==> config.mk <==
export PLATFORM = sky130hd
export DESIGN_NAME = prr_responder
export DESIGN_NICKNAME = d
export VERILOG_FILES = /design/src/hw/prr_pkg.sv /design/src/hw/prr_crc_if.sv /design/src/hw/prr_crc8.sv /design/src/hw/prr_responder.sv
export SDC_FILE = /design/constraint.sdc
export NUM_CORES = 1
export LEC_CHECK = 0
export BUFFER_PORTS_ARGS = -buffer_cell sky130_fd_sc_hd__buf_2
export CAP_MARGIN = 20
export CORE_AREA = 2 2 330 332
export CTS_CLUSTER_DIAMETER = 150
export CTS_CLUSTER_SIZE = 40
export DETAILED_ROUTE_END_ITERATION = 10
export DIE_AREA = 0 0 332 334
export SETUP_SLACK_MARGIN = 0.02
export SLEW_MARGIN = 40
export SYNTH_ARGS = -nofsm -noshare
export SYNTH_HDL_FRONTEND = slang
export SYNTH_SLANG_ARGS = --single-unit
==> constraint.sdc <==
create_clock -name ref_clk -period 5.85 [get_ports ref_clk]
set_input_delay 1.4625 -clock ref_clk [delete_from_list [all_inputs] [get_ports ref_clk]]
set_output_delay 1.4625 -clock ref_clk [all_outputs]
set_load 0.005 [all_outputs]
==> src/hw/prr_pkg.sv <==
// shared constants and types for the pmbus report responder
package prr_pkg;
  // command codes
  localparam logic [7:0] CMD_UV_WARN   = 8'h43;
  localparam logic [7:0] CMD_OC_LIM    = 8'h46;
  localparam logic [7:0] CMD_OC_RESP   = 8'h47;
  localparam logic [7:0] CMD_UTEMP_LIM  = 8'h53;
  localparam logic [7:0] CMD_UTEMP_RESP = 8'h54;
  localparam logic [7:0] CMD_VIN       = 8'h88;
  localparam logic [7:0] CMD_POUT      = 8'h96;
  localparam logic [7:0] CMD_FRAME_FW  = 8'hC4;
  localparam logic [7:0] CMD_MOD_FW    = 8'hC5;
  localparam logic [7:0] CMD_SERIAL    = 8'hC6;
  // response shapes
  localparam logic [4:0] STR_LEN       = 5'h0F;
  localparam logic [7:0] BLK_COUNT     = 8'h0F;
  localparam logic [7:0] PAD_CHAR      = 8'h20;
  localparam logic [7:0] NO_DATA       = 8'hFF;
  localparam logic [4:0] LAST_WORD     = 5'h02;
  localparam logic [4:0] LAST_BYTE     = 5'h01;
  localparam logic [4:0] LAST_BLK      = 5'h10;
  localparam logic [4:0] IDX_HI        = 5'h01;
  // receive byte positions: write address, command, read address
  localparam logic [1:0] RX_CMD_IDX    = 2'h1;
  localparam logic [1:0] RX_RD_IDX     = 2'h2;
  // status bit positions
  localparam int         SB_NOTA_BIT   = 0;
  localparam int         SW_VOUT_BIT   = 15;
  localparam int         SV_UVW_BIT    = 5;
  // crc-8 polynomial x^8+x^2+x+1, zero seed
  localparam logic [7:0] CRC_POLY      = 8'h07;
  localparam logic [7:0] CRC_INIT      = 8'h00;

  typedef enum logic [2:0] {
    ST_IDLE = 3'b001,
    ST_CMD  = 3'b010,
    ST_SEND = 3'b100
  } prr_state_t;
endpackage

==> src/hw/prr_crc_if.sv <==
// link between the responder and its pec generator
`timescale 1ns/1ps
interface prr_crc_if;
  logic       clr;
  logic       en;
  logic [7:0] din;
  logic [7:0] crc;
  modport user (output clr, output en, output din, input crc);
  modport gen  (input clr, input en, input din, output crc);
endinterface

==> src/hw/prr_crc8.sv <==
// smbus packet error code accumulator
`timescale 1ns/1ps
module prr_crc8
  import prr_pkg::*;
(
  // clock and reset
  input  wire logic ref_clk,
  input  wire logic sys_rst,
  // byte stream
  prr_crc_if.gen    cif
);
  typedef struct packed {
    logic [7:0] crc;
  } prr_crc_regs_t;

  prr_crc_regs_t r_r;
  prr_crc_regs_t r_nxt;

  function automatic logic [7:0] prr_crc_step(input logic [7:0] c, input logic [7:0] d);
    logic [7:0] v;
    v = c ^ d;
    for (int i = 0; i < 8; i++) begin
      v = v[7] ? ((v << 1) ^ CRC_POLY) : (v << 1);
    end
    return v;
  endfunction

  always_comb begin
    r_nxt = r_r;
    if (cif.clr) begin
      r_nxt.crc = CRC_INIT;
    end else if (cif.en) begin
      r_nxt.crc = prr_crc_step(r_r.crc, cif.din);
    end
  end

  always_ff @(posedge ref_clk) begin
    if (sys_rst) begin
      r_r <= '0;
    end else begin
      r_r <= r_nxt;
    end
  end

  assign cif.crc = r_r.crc;
endmodule

==> src/hw/prr_responder.sv <==
// pmbus read responder for supply limits, telemetry and id strings
// Functional notes
// - uv warning sets status flags and alert
// - uv warn limit read returns two bytes
// - words go low byte first, tenths
// - uv warn limit always from page 0
// - oc fault limit read returns two bytes
// - other per-module values follow selected page/phase
// - oc response single byte, bits 7:6 mode
// - under-temperature limit signed tenths, low first
// - under-temperature response byte, same mode encoding
// - input voltage is product-wide, page independent
// - output power is total, page independent
// - frame firmware: count plus fifteen ascii
// - strings reversed, padded with spaces
// - module firmware: count, string, pec
// - serial number: count plus fifteen ascii
`timescale 1ns/1ps
module prr_responder
  import prr_pkg::*;
#(
  parameter int NPAGE = 2,
  parameter int SW    = (NPAGE > 1) ? $clog2(NPAGE) : 1
) (
  // clock and reset
  input  wire logic                          ref_clk,
  input  wire logic                          sys_rst,
  // byte link from the smbus bit engine
  input  wire logic                          frame_start,
  input  wire logic                          frame_stop,
  input  wire logic                          rx_valid,
  input  wire logic [7:0]                    rx_byte,
  input  wire logic                          tx_req,
  output logic                               tx_valid,
  output logic [7:0]                         tx_byte,
  // page or phase currently selected
  input  wire logic [SW-1:0]                 page_sel,
  // reported values: limits and telemetry in tenths of a unit, plus the two response bytes
  input  wire logic [NPAGE-1:0][15:0]        uv_warn_lim,
  input  wire logic [NPAGE-1:0][15:0]        oc_fault_lim,
  input  wire logic [NPAGE-1:0][15:0]        under_temperature_protection_lim,
  input  wire logic [7:0]                    oc_fault_resp,
  input  wire logic [7:0]                    under_temperature_protection_resp,
  input  wire logic [15:0]                   vin_meas,
  input  wire logic [15:0]                   pout_total,
  // id strings, character 0 first, with used length
  input  wire logic [14:0][7:0]              frame_fw_str,
  input  wire logic [3:0]                    frame_fw_len,
  input  wire logic [NPAGE-1:0][14:0][7:0]   mod_fw_str,
  input  wire logic [NPAGE-1:0][3:0]         mod_fw_len,
  input  wire logic [NPAGE-1:0][14:0][7:0]   serial_str,
  input  wire logic [NPAGE-1:0][3:0]         serial_len,
  // output voltage monitor, fault clear and alert enable
  input  wire logic                          vout_valid,
  input  wire logic [15:0]                   vout_meas,
  input  wire logic                          clear_faults,
  input  wire logic                          alert_en,
  // status and alert
  output logic [7:0]                         status_byte,
  output logic [15:0]                        status_word,
  output logic [7:0]                         status_vout,
  output logic                               host_alert_line_o,
  output logic                               host_alert_line_oe_n
);
  typedef struct packed {
    prr_state_t  st;
    logic [1:0]  rx_cnt;
    logic [4:0]  cnt;
    logic [7:0]  cmd;
    logic [SW-1:0] sel;
    logic [7:0]  tx_byte;
    logic        tx_valid;
    logic        uv_flag;
    logic        alert;
  } prr_regs_t;

  prr_regs_t   r_r;
  prr_regs_t   r_nxt;
  logic [15:0] word_val;
  logic        is_word;
  logic        is_byte;
  logic        is_blk;
  logic [4:0]  last_idx;
  logic [14:0][7:0] str_sel;
  logic [3:0]  len_sel;
  logic [3:0]  pos;
  logic [7:0]  resp_byte;

  prr_crc_if cif ();

  prr_crc8 u_crc (
    .ref_clk (ref_clk),
    .sys_rst (sys_rst),
    .cif     (cif.gen)
  );

  // response source selection
  always_comb begin
    word_val = '0;
    is_word  = 1'b1;
    is_byte  = 1'b0;
    is_blk   = 1'b0;
    str_sel  = frame_fw_str;
    len_sel  = frame_fw_len;
    case (r_r.cmd)
      CMD_UV_WARN:   word_val = uv_warn_lim[0];
      CMD_OC_LIM:    word_val = oc_fault_lim[r_r.sel];
      CMD_UTEMP_LIM: word_val = under_temperature_protection_lim[r_r.sel];
      CMD_VIN:       word_val = vin_meas;
      CMD_POUT:      word_val = pout_total;
      CMD_OC_RESP, CMD_UTEMP_RESP: begin
        is_word = 1'b0;
        is_byte = 1'b1;
      end
      CMD_FRAME_FW: begin
        is_word = 1'b0;
        is_blk  = 1'b1;
      end
      CMD_MOD_FW: begin
        is_word = 1'b0;
        is_blk  = 1'b1;
        str_sel = mod_fw_str[r_r.sel];
        len_sel = mod_fw_len[r_r.sel];
      end
      CMD_SERIAL: begin
        is_word = 1'b0;
        is_blk  = 1'b1;
        str_sel = serial_str[r_r.sel];
        len_sel = serial_len[r_r.sel];
      end
      default: is_word = 1'b0;
    endcase
  end

  // byte to send at the current index
  always_comb begin
    pos       = 4'(STR_LEN - r_r.cnt);
    last_idx  = is_word ? LAST_WORD : (is_byte ? LAST_BYTE : (is_blk ? LAST_BLK : '0));
    resp_byte = NO_DATA;
    if ((is_word || is_byte || is_blk) && r_r.cnt == last_idx) begin
      resp_byte = cif.crc;
    end else if (is_word) begin
      resp_byte = (r_r.cnt == IDX_HI) ? word_val[15:8] : word_val[7:0];
    end else if (is_byte) begin
      resp_byte = (r_r.cmd == CMD_OC_RESP) ? oc_fault_resp : under_temperature_protection_resp;
    end else if (is_blk) begin
      if (r_r.cnt == '0) begin
        resp_byte = BLK_COUNT;
      end else if (pos < len_sel) begin
        resp_byte = str_sel[pos];
      end else begin
        resp_byte = PAD_CHAR;
      end
    end
  end

  always_comb begin
    r_nxt          = r_r;
    r_nxt.tx_valid = 1'b0;
    cif.clr        = 1'b0;
    cif.en         = 1'b0;
    cif.din        = rx_byte;
    case (r_r.st)
      ST_IDLE: ;
      ST_CMD: begin
        if (rx_valid) begin
          cif.en       = 1'b1;
          r_nxt.rx_cnt = r_r.rx_cnt + 2'h1;
          if (r_r.rx_cnt == RX_CMD_IDX) begin
            r_nxt.cmd = rx_byte;
            r_nxt.sel = page_sel;
          end
          if (r_r.rx_cnt == RX_RD_IDX) begin
            r_nxt.st  = ST_SEND;
            r_nxt.cnt = '0;
          end
        end
      end
      ST_SEND: begin
        if (tx_req) begin
          cif.en         = 1'b1;
          cif.din        = resp_byte;
          r_nxt.tx_byte  = resp_byte;
          r_nxt.tx_valid = 1'b1;
          if (r_r.cnt != LAST_BLK) begin
            r_nxt.cnt = r_r.cnt + 5'h01;
          end
        end
      end
      default: r_nxt.st = ST_IDLE;
    endcase
    if (frame_stop) begin
      r_nxt.st = ST_IDLE;
    end
    if (frame_start) begin
      r_nxt.st     = ST_CMD;
      r_nxt.rx_cnt = '0;
      cif.clr      = 1'b1;
    end
    // the warning set wins over a clear in the same cycle
    if (clear_faults) begin
      r_nxt.uv_flag = 1'b0;
    end
    if (vout_valid && vout_meas < uv_warn_lim[0]) begin
      r_nxt.uv_flag = 1'b1;
    end
    r_nxt.alert = r_r.uv_flag && alert_en;
  end

  always_ff @(posedge ref_clk) begin
    if (sys_rst) begin
      r_r    <= '0;
      r_r.st <= ST_IDLE;
    end else begin
      r_r <= r_nxt;
    end
  end

  assign tx_valid             = r_r.tx_valid;
  assign tx_byte              = r_r.tx_byte;
  assign status_byte          = 8'(r_r.uv_flag) << SB_NOTA_BIT;
  assign status_word          = 16'(r_r.uv_flag) << SW_VOUT_BIT;
  assign status_vout          = 8'(r_r.uv_flag) << SV_UVW_BIT;
  assign host_alert_line_o    = 1'b0;
  assign host_alert_line_oe_n = ~r_r.alert;

  logic sending;
  assign sending = (r_r.st == ST_SEND) && tx_req;
endmodule

==> results of run 1 <==
==> per-stage QoR <==
step / instances / setup slack, ps / util
finish: 3486 / 631.3 / 0.1543
global route: 3474 / 506.9 / 0.1540
CTS: 3465 / 797.5 / 0.1537
detailed placement: 3457 / 586.5 / 0.1519
global placement: 3457 / 724.5 / 0.1514
floorplan: 1355 / 1812 / -
==> metal layers <==
layer,up-vias,part of all wire,wire length [µm],track usage
met5,-,0.0027,258,0
met3,112,0.090,8659,0.04876
li1,6662,-,-,-
met4,40,0.019,1861,0.02834
met1,7470,0.44,41940,0.2165
met2,910,0.45,43190,0.2608
==> power by group <==
group / switching, W / internal, W / total (W)
combinational: 0.000255 / 0.000292 / 0.000547
sequential: 0.00000354 / 0.000260 / 0.000263
clock: 0.000131 / 0.000228 / 0.000359
total: 0.000390 / 0.000780 / 0.00117
==> how the worst min path moves through the flow <==
stage | slack, ps | cells after the start | from | end
after floorplan | 430 | 2 | tx_byte[0] | tx_byte[0]
after global placement | 440 | 2 | tx_byte[6] | tx_byte[6]
after detailed placement | 440 | 2 | tx_byte[6] | tx_byte[6]
after CTS | 450 | 2 | tx_byte[0] | tx_byte[0]
after global routing | 480 | 2 | tx_byte[5] | tx_byte[5]
final | 450 | 2 | tx_byte[0] | tx_byte[0]
==> cell usage in the layout, fill, tap and decap left out, drive strengths merged, types with 21 or more instances in the layout <==
| cell | n |
|---|---|
| nand3 | 33 |
| mux2i | 172 |
| a21oi | 74 |
| nor2 | 59 |
| buf | 858 |
| nor3 | 54 |
| o22ai | 25 |
| o221ai | 22 |
| ha | 23 |
| diode | 21 |
| a22oi | 36 |
| o21ai | 38 |
| nand2 | 95 |
| mux2 | 68 |
| dfxtp | 38 |
| mux4 | 48 |
| a31oi | 28 |
| conb | 30 |
| inv | 30 |
==> cell type report <==
| class | instances | share of cell area |
|---|---|---|
| diodes | 21 | 0.003159 |
| well taps | 1414 | 0.1064 |
| repair buffers | 858 | 0.2730 |
| flip-flops and latches | 38 | 0.04648 |
| multi-input cells | 1116 | 0.5526 |
| inverters | 31 | 0.006995 |
| clock buffers | 6 | 0.009026 |
| clock inverters | 2 | 0.002332 |
==> flip-flops by register name, indices dropped and copies added (netlist names) <==
signal / cells
r_r: 20
tx_valid: 1
status_byte: 1
tx_byte: 8
u_crc.cif.crc: 8
==> critical path, cell delays in order, from the launching register on <==
cell and delay, ps:
dfxtp_1 590, nand4bb_2 460, or2_2 750, o22ai_1 280, a21oi_1 70, ha_1 310
o21ai_0 70, a311oi_1 500, o41a_1 410, o21ai_0 180, a41oi_1 330, nand2_1 110
a22oi_2 460, nand2_1 110, a2111o_1 420, o311ai_1 70
==> synth_stat cells, types with 8 or more instances <==
library cell	n
mux2i_1	171
nand2_1	94
a21oi_1	74
mux2_2	62
buf_4	61
nor2_1	56
nor3_1	53
mux4_2	48
buf_2	47
dfxtp_1	38
clkbuf_1	35
a22oi_1	34
nand3_1	32
o21ai_0	32
inv_1	29
a31oi_1	27
o22ai_1	25
ha_1	23
o221ai_1	22
o211ai_1	18
o31ai_1	18
nand2b_1	17
a211oi_1	16
a221oi_1	16
buf_6	15
a21o_1	14
buf_1	11
xnor2_1	11
a2111oi_0	10
nor2b_1	10
a22o_1	9
nor4_1	9
a211o_1	8
==> kinds of logic (layout without fill, tap and decap cells) <==
family                     count (synthesis)  count (layout)  synth area share
buffers and inverters                    201             897            0.1069
muxes                                    288             288            0.3299
xor gates and xnor gates                  17              17           0.01686
AOI/OAI and AO/OA                        426             426            0.2894
adders and majority gates                 23              23           0.02655
DFF                                       38              38           0.07019
and+or+nand+nor                          332             332            0.1598
other                                      1              51         0.0003460
==> out/qor.yml, run 1 <==
finish:
  fillers: 12499
  ff_latch_area_um2: 773.2
  fin_nets: 2871
  syn_to_final_growth_pct: 53.49
  multi_input_area_um2: 9193
  layout-drive-gt1-share: 0.5046
  fin_area_um2: 16630
worst_hold_path:
  hp-class: "flip-flop to flip-flop"
timing:
  slew_headroom: 0.4110
  slew_viol_final: 0
  finalSetupViolations: 0
  clock.fmax_ghz: 0.1916
  hold_viol: 0
  tns_ps: 0
  worstMarginPinSlew_ps: 881.2
  rsz0062_at_grt: "no"
  timing.final.crit_share: 0.8921
  whs_ps: 450.5
  fin_skew_ps: 8.622
  fin_crit_ps: 5219
floorplanning:
  die_w_um: 332
  die_area_um2: 110900
  core_area_um2: 107800
  fp.dieH_um: 334
  ioPinCount: 841
  initial_utilization: 0.1005
  placementRows: 121
synth:
  ys_ff_latch: 38
  synth_flop_cell: "dfxtp_1"
  ys_types: 106
  syn_area_um2: 10840
  synthTopCellsByArea: "mux2i_1, mux4_2, dfxtp_1, mux2_2, buf_4"
  synth_edf_count: 0
  yosysTopAreaCell: "mux2i_1"
  synth_seq_area_share: 0.07019
  synthArstFlopShare: 0
  yosys_warnings: 0
  syn_inst: 1326
  avgSynthCellArea_um2: 8.173
  yosysTopAreaCellShare: 0.1579
grt:
  grt_pass1_vias: 14227
  antenna_found_initial: 55
  grt_first_pass_wirelength_um: 123000
  grt.overflow.total: 0
  track_usage: 0.1627
  grt_max_degree: 47
worst_setup_path:
  crit_type: "flip-flop to flip-flop"
  regToRegSetupSlack_ps: 630
  timing.rr.end: "u_crc.cif.crc[2]"
  start_kind: "flip-flop"
  crit_arrival_ps: 5430
  end_kind: "flip-flop"
  critPathRequiredTime_ps: 6060
  endpoint: "u_crc.cif.crc[2]"
  startpoint: "r_r[12]"
  worstReg2RegStart: "r_r[12]"
  r2r_cells: 15
  critPathMaxFanout: 17
placed_design:
  place_area_um2: 16380
  routabilityCongestion: 0.8687
  io_buffer_count: 794
  hpwl_um: 82970
routing:
  first_pass_iters: 5
  drt_iter0_drc: 1285
  ant_nets: 0
  num_vias: 15194
  avgRoutedWirePerCell_um: 27.51
  remaining_drc_errors: 0
  viasPerCell: 4.359
  routed_wl_um: 95910
clocking:
  clk_latency_ps: 300
  numCtsBuffers: 5
  cts_sinks: 38
  cts_tree: "done"
  htreeDepth: 2
  postCtsSetupRepairBufs: 0
  clk_pin_slew_ps: 70
  cts_resized: 0
  cts.path.max_buffers: 2
  ctsRootBufferMaster: "clkbuf_16"
  cts_hold_buffers: 0
run:
  cap_violations: 0
power_and_ir_drop:
  max-vdd-ir-drop_v: 0.0001134
  power.total_w: 0.001170
  p_per_area_nw_per_um2: 70.33
  p_leak_nw: 6.455
outcome:
  outcome: "finished clean"
Power figures use the tool's default switching activity.
==> inputs of run 2 (changes only) <==
Settings changed: CORE_AREA 2 2 330 332 to 2 2 325 327, DIE_AREA 0 0 332 334 to 0 0 327 329, SYNTH_HIERARCHICAL set to 1.
==> run 2 against run 1 <==
Core utilization increased by 1.1 points. Global-route usage increased by 1.9 points. Clock skew decreased by 4.1 ps. Via count increased by 3.8%. Clock power about the same. Synthesized cell count increased by 7.2%. First-iteration DRC count decreased by 16%. Cell area increased by 3.9%. Non-clock buffer count increased by 29. Register-to-register slack got worse by 140 ps. Fmax decreased by 2.7%. Critical path depth increased by 2. Largest power group unchanged.
==> out/qor.yml, run 2 <==
worst_hold_path:
  hp-class: "flip-flop to flip-flop"
  min-delay-start: "tx_byte[7]"
finish:
  final_cells: 3586  # +2.9%
  largest_register_ffs: 20  # unchanged
  final_common_cell: "buf_2"
  layout-drive-gt1-share: 0.4765  # -0.02811
  syn_to_final_growth_pct: 51.42
  fillers: 11941  # -4.5%
  layout_common_cells: "buf_2, mux2i_1, a21oi_1"
  fin_nets: 2992  # +4.2%
  regMostFlops: "r_r"
timing:
  rsz0062_at_grt: "no"
  layout_setup_ws_ps: 489.0  # -142.3 ps
  timing.final.crit_share: 0.9164  # +0.02432
  clock.fmax_ghz: 0.1865  # -2.7%
  worstMarginPinSlew_ps: 865.3  # -15.91 ps
  hold_viol: 0  # unchanged
  fin_skew_ps: 4.552  # -4.070 ps
  slew_viol_final: 0  # unchanged
  tns_ps: 0  # unchanged
  slew_headroom: 0.4187  # +0.007652
  fin_crit_ps: 5361  # +142.3 ps
  finalSetupViolations: 0  # unchanged
placed_design:
  io_buffer_count: 794  # unchanged
  place_ws_ps: 484.7  # -101.8 ps
  routabilityCongestion: 0.9165  # +5.5%
  dpl.cell_count: 3555  # +2.8%
  hpwl_um: 91500  # +10%
routing:
  routed_wl_um: 103800  # +8.2%
  remaining_drc_errors: 0  # unchanged
  first_pass_iters: 6  # +1
  viasPerCell: 4.397  # +0.87%
  avgRoutedWirePerCell_um: 28.95  # +5.2%
  num_vias: 15766  # +3.8%
  drt_iter0_drc: 1082  # -16%
  ant_nets: 0  # unchanged
worst_setup_path:
  worstReg2RegStart: "r_r[19]"
  critPathTopFamily: "compound AO/OA/AOI/OAI gates"
  max_stage_delay_ps: 650  # -100 ps
  startpoint: "r_r[19]"
  crit_arrival_ps: 5580  # +150 ps
  critPathMaxFanout: 13  # -4
  start_kind: "flip-flop"
  crit_top_cell: "a21oi_1"
  path_cells: "and4bb_2 -> nand2_2 -> o22ai_1 -> a21oi_1 -> ha_1 -> o21a_1 -> o21a_1 -> o22ai_1 -> buf_4 -> a21boi_0 -> o221ai_1 -> a21oi_1 -> o21bai_1 -> xnor2_2 -> xnor3_1 -> or3_1 -> a21oi_1"
  crit_buf_inv: 1  # +1
  critPathRequiredTime_ps: 6070  # about the same
  slowest_stage: "and4bb_2"
  end_kind: "flip-flop"
  crit_type: "flip-flop to flip-flop"
synth:
  synth_seq_area_share: 0.06666  # -0.003532
  yosys_warnings: 6  # +6
  synthArstFlopShare: 0  # unchanged
  yosysTopAreaCell: "mux2i_1"
  synth_common_cells: "mux2i_1, a21oi_1, nor2_1, nand2_1, nor3_1"
  ys_ff_latch: 38  # unchanged
  synth_flop_cell: "dfxtp_1"
  synthTopCellsByArea: "mux2i_1, mux4_2, dfxtp_1, a21oi_1, buf_4"
  yosysTopAreaCellShare: 0.1877  # +0.02977
  syn_inst: 1421  # +7.2%
  syn_area_um2: 11410  # +5.3%
  synth_edf_count: 0  # unchanged
  avgSynthCellArea_um2: 8.031  # -1.7%
  synth.most_common_cell: "mux2i_1"
  ys_types: 92  # -13%
grt:
  grt_first_pass_wirelength_um: 131900  # +7.3%
  antenna_found_initial: 68  # +24%
  grt_pass1_vias: 15001  # +5.4%
  grt_max_degree: 62  # +32%
  track_usage: 0.1816  # +0.01882
  grt.overflow.total: 0  # unchanged
clocking:
  postCtsSetupRepairBufs: 0  # unchanged
  clk_pin_slew_ps: 70  # about the same
  numCtsBuffers: 5  # unchanged
  ctsRootBufferMaster: "clkbuf_16"
  cts_tree: "done"
  cts.path.max_buffers: 2  # unchanged
  cts_resized: 0  # unchanged
  cts_hold_buffers: 0  # unchanged
  htreeDepth: 2  # unchanged
  clk_latency_ps: 290  # about the same
  cts_sinks: 38  # unchanged
power_and_ir_drop:
  p_per_area_nw_per_um2: 71.13  # +1.1%
  p_leak_nw: 6.917  # +7.2%
  power.total_w: 0.001229  # +5.1%
  max-vdd-ir-drop_v: 0.0001185  # +4.5%
floorplanning:
  ioPinCount: 841  # unchanged
  initial_utilization: 0.1093  # +0.008796
  fp.dieH_um: 329  # -1.5%
  die_area_um2: 107600  # -3.0%
  core_area_um2: 104400  # -3.2%
  die_w_um: 327  # -1.5%
  placementRows: 119  # -1.7%
outcome:
  outcome: "finished clean"
run:
  cap_violations: 0  # unchanged
run 2: cell types whose count changed after synthesis, moves of 10 or more:
cell      change
o21ai_0      +16
nor3_1       +11
nand2_1      -14
mux2_2       -38
a21oi_1      +49
clkbuf_1     +19
nand3_1      +12
buf_2        -10
mux4_2       +11
nor2_1       +37
mux2i_1      +43
o31ai_1      -14
run 2: power by group:
part / internal [W] / total [W] / switching, W
sequential: 0.000260 / 0.000264 / 0.00000364
combinational: 0.000318 / 0.000604 / 0.000286
clock: 0.000229 / 0.000362 / 0.000133
run 2: metrics by stage:
| step | cell area [µm²] | util | hold slack (ps) |
|---|---|---|---|
| floorplan | 11520 | - | 436.7 |
| global placement | 17020 | 0.1631 | 445.7 |
| detailed placement | 17030 | 0.1632 | 465.9 |
| CTS | 17220 | 0.1650 | 477.0 |
| global route | 17240 | 0.1652 | 504.8 |
| finish | 17280 | 0.1656 | 474.3 |
run 2: layout make-up:
type	count	area [µm²]	share of cell area
well taps	1391	1740	0.1007
inverters	28	105.1	0.006082
repair buffers	887	4710	0.2725
clock buffers	6	150.1	0.008689
flip-flops and latches	38	772.0	0.04467
diodes	23	57.56	0.003331
multi-input cells	1211	9707	0.5617
clock inverters	2	38.79	0.002245
run 2: logic make-up after synthesis:
kind of cell | share of synthesized area
flip-flops | 0.06666
adder cells (fa/ha/maj) | 0.02522
other | 0.0003286
AO/OA/AOI/OAI | 0.2848
buffers and inverters | 0.09747
multiplexers | 0.3278
AND/OR/NAND/NOR | 0.1662
XOR/XNOR | 0.03147
run 2: tightest hold or removal path, cell delays in order (launching register included):
cell	delay [ps]
dfxtp_1	320
nand2_1	50
a21oi_1	60
run 2: layer usage:
metal | GRT usage | share of wire
met3 | 0.03354 | 0.075
met2 | 0.3068 | 0.46
met1 | 0.2399 | 0.43
met5 | 0 | 0.0012
met4 | 0.03809 | 0.031
run 2: path summary, 6_finish.rpt:
path	end	slack [ps]	cells past startpoint
max	u_crc/cif.crc[2]	490	17
min	tx_byte[7]	470	2
max reg2reg	u_crc/cif.crc[2]	490	17
min reg2reg	tx_byte[7]	470	2
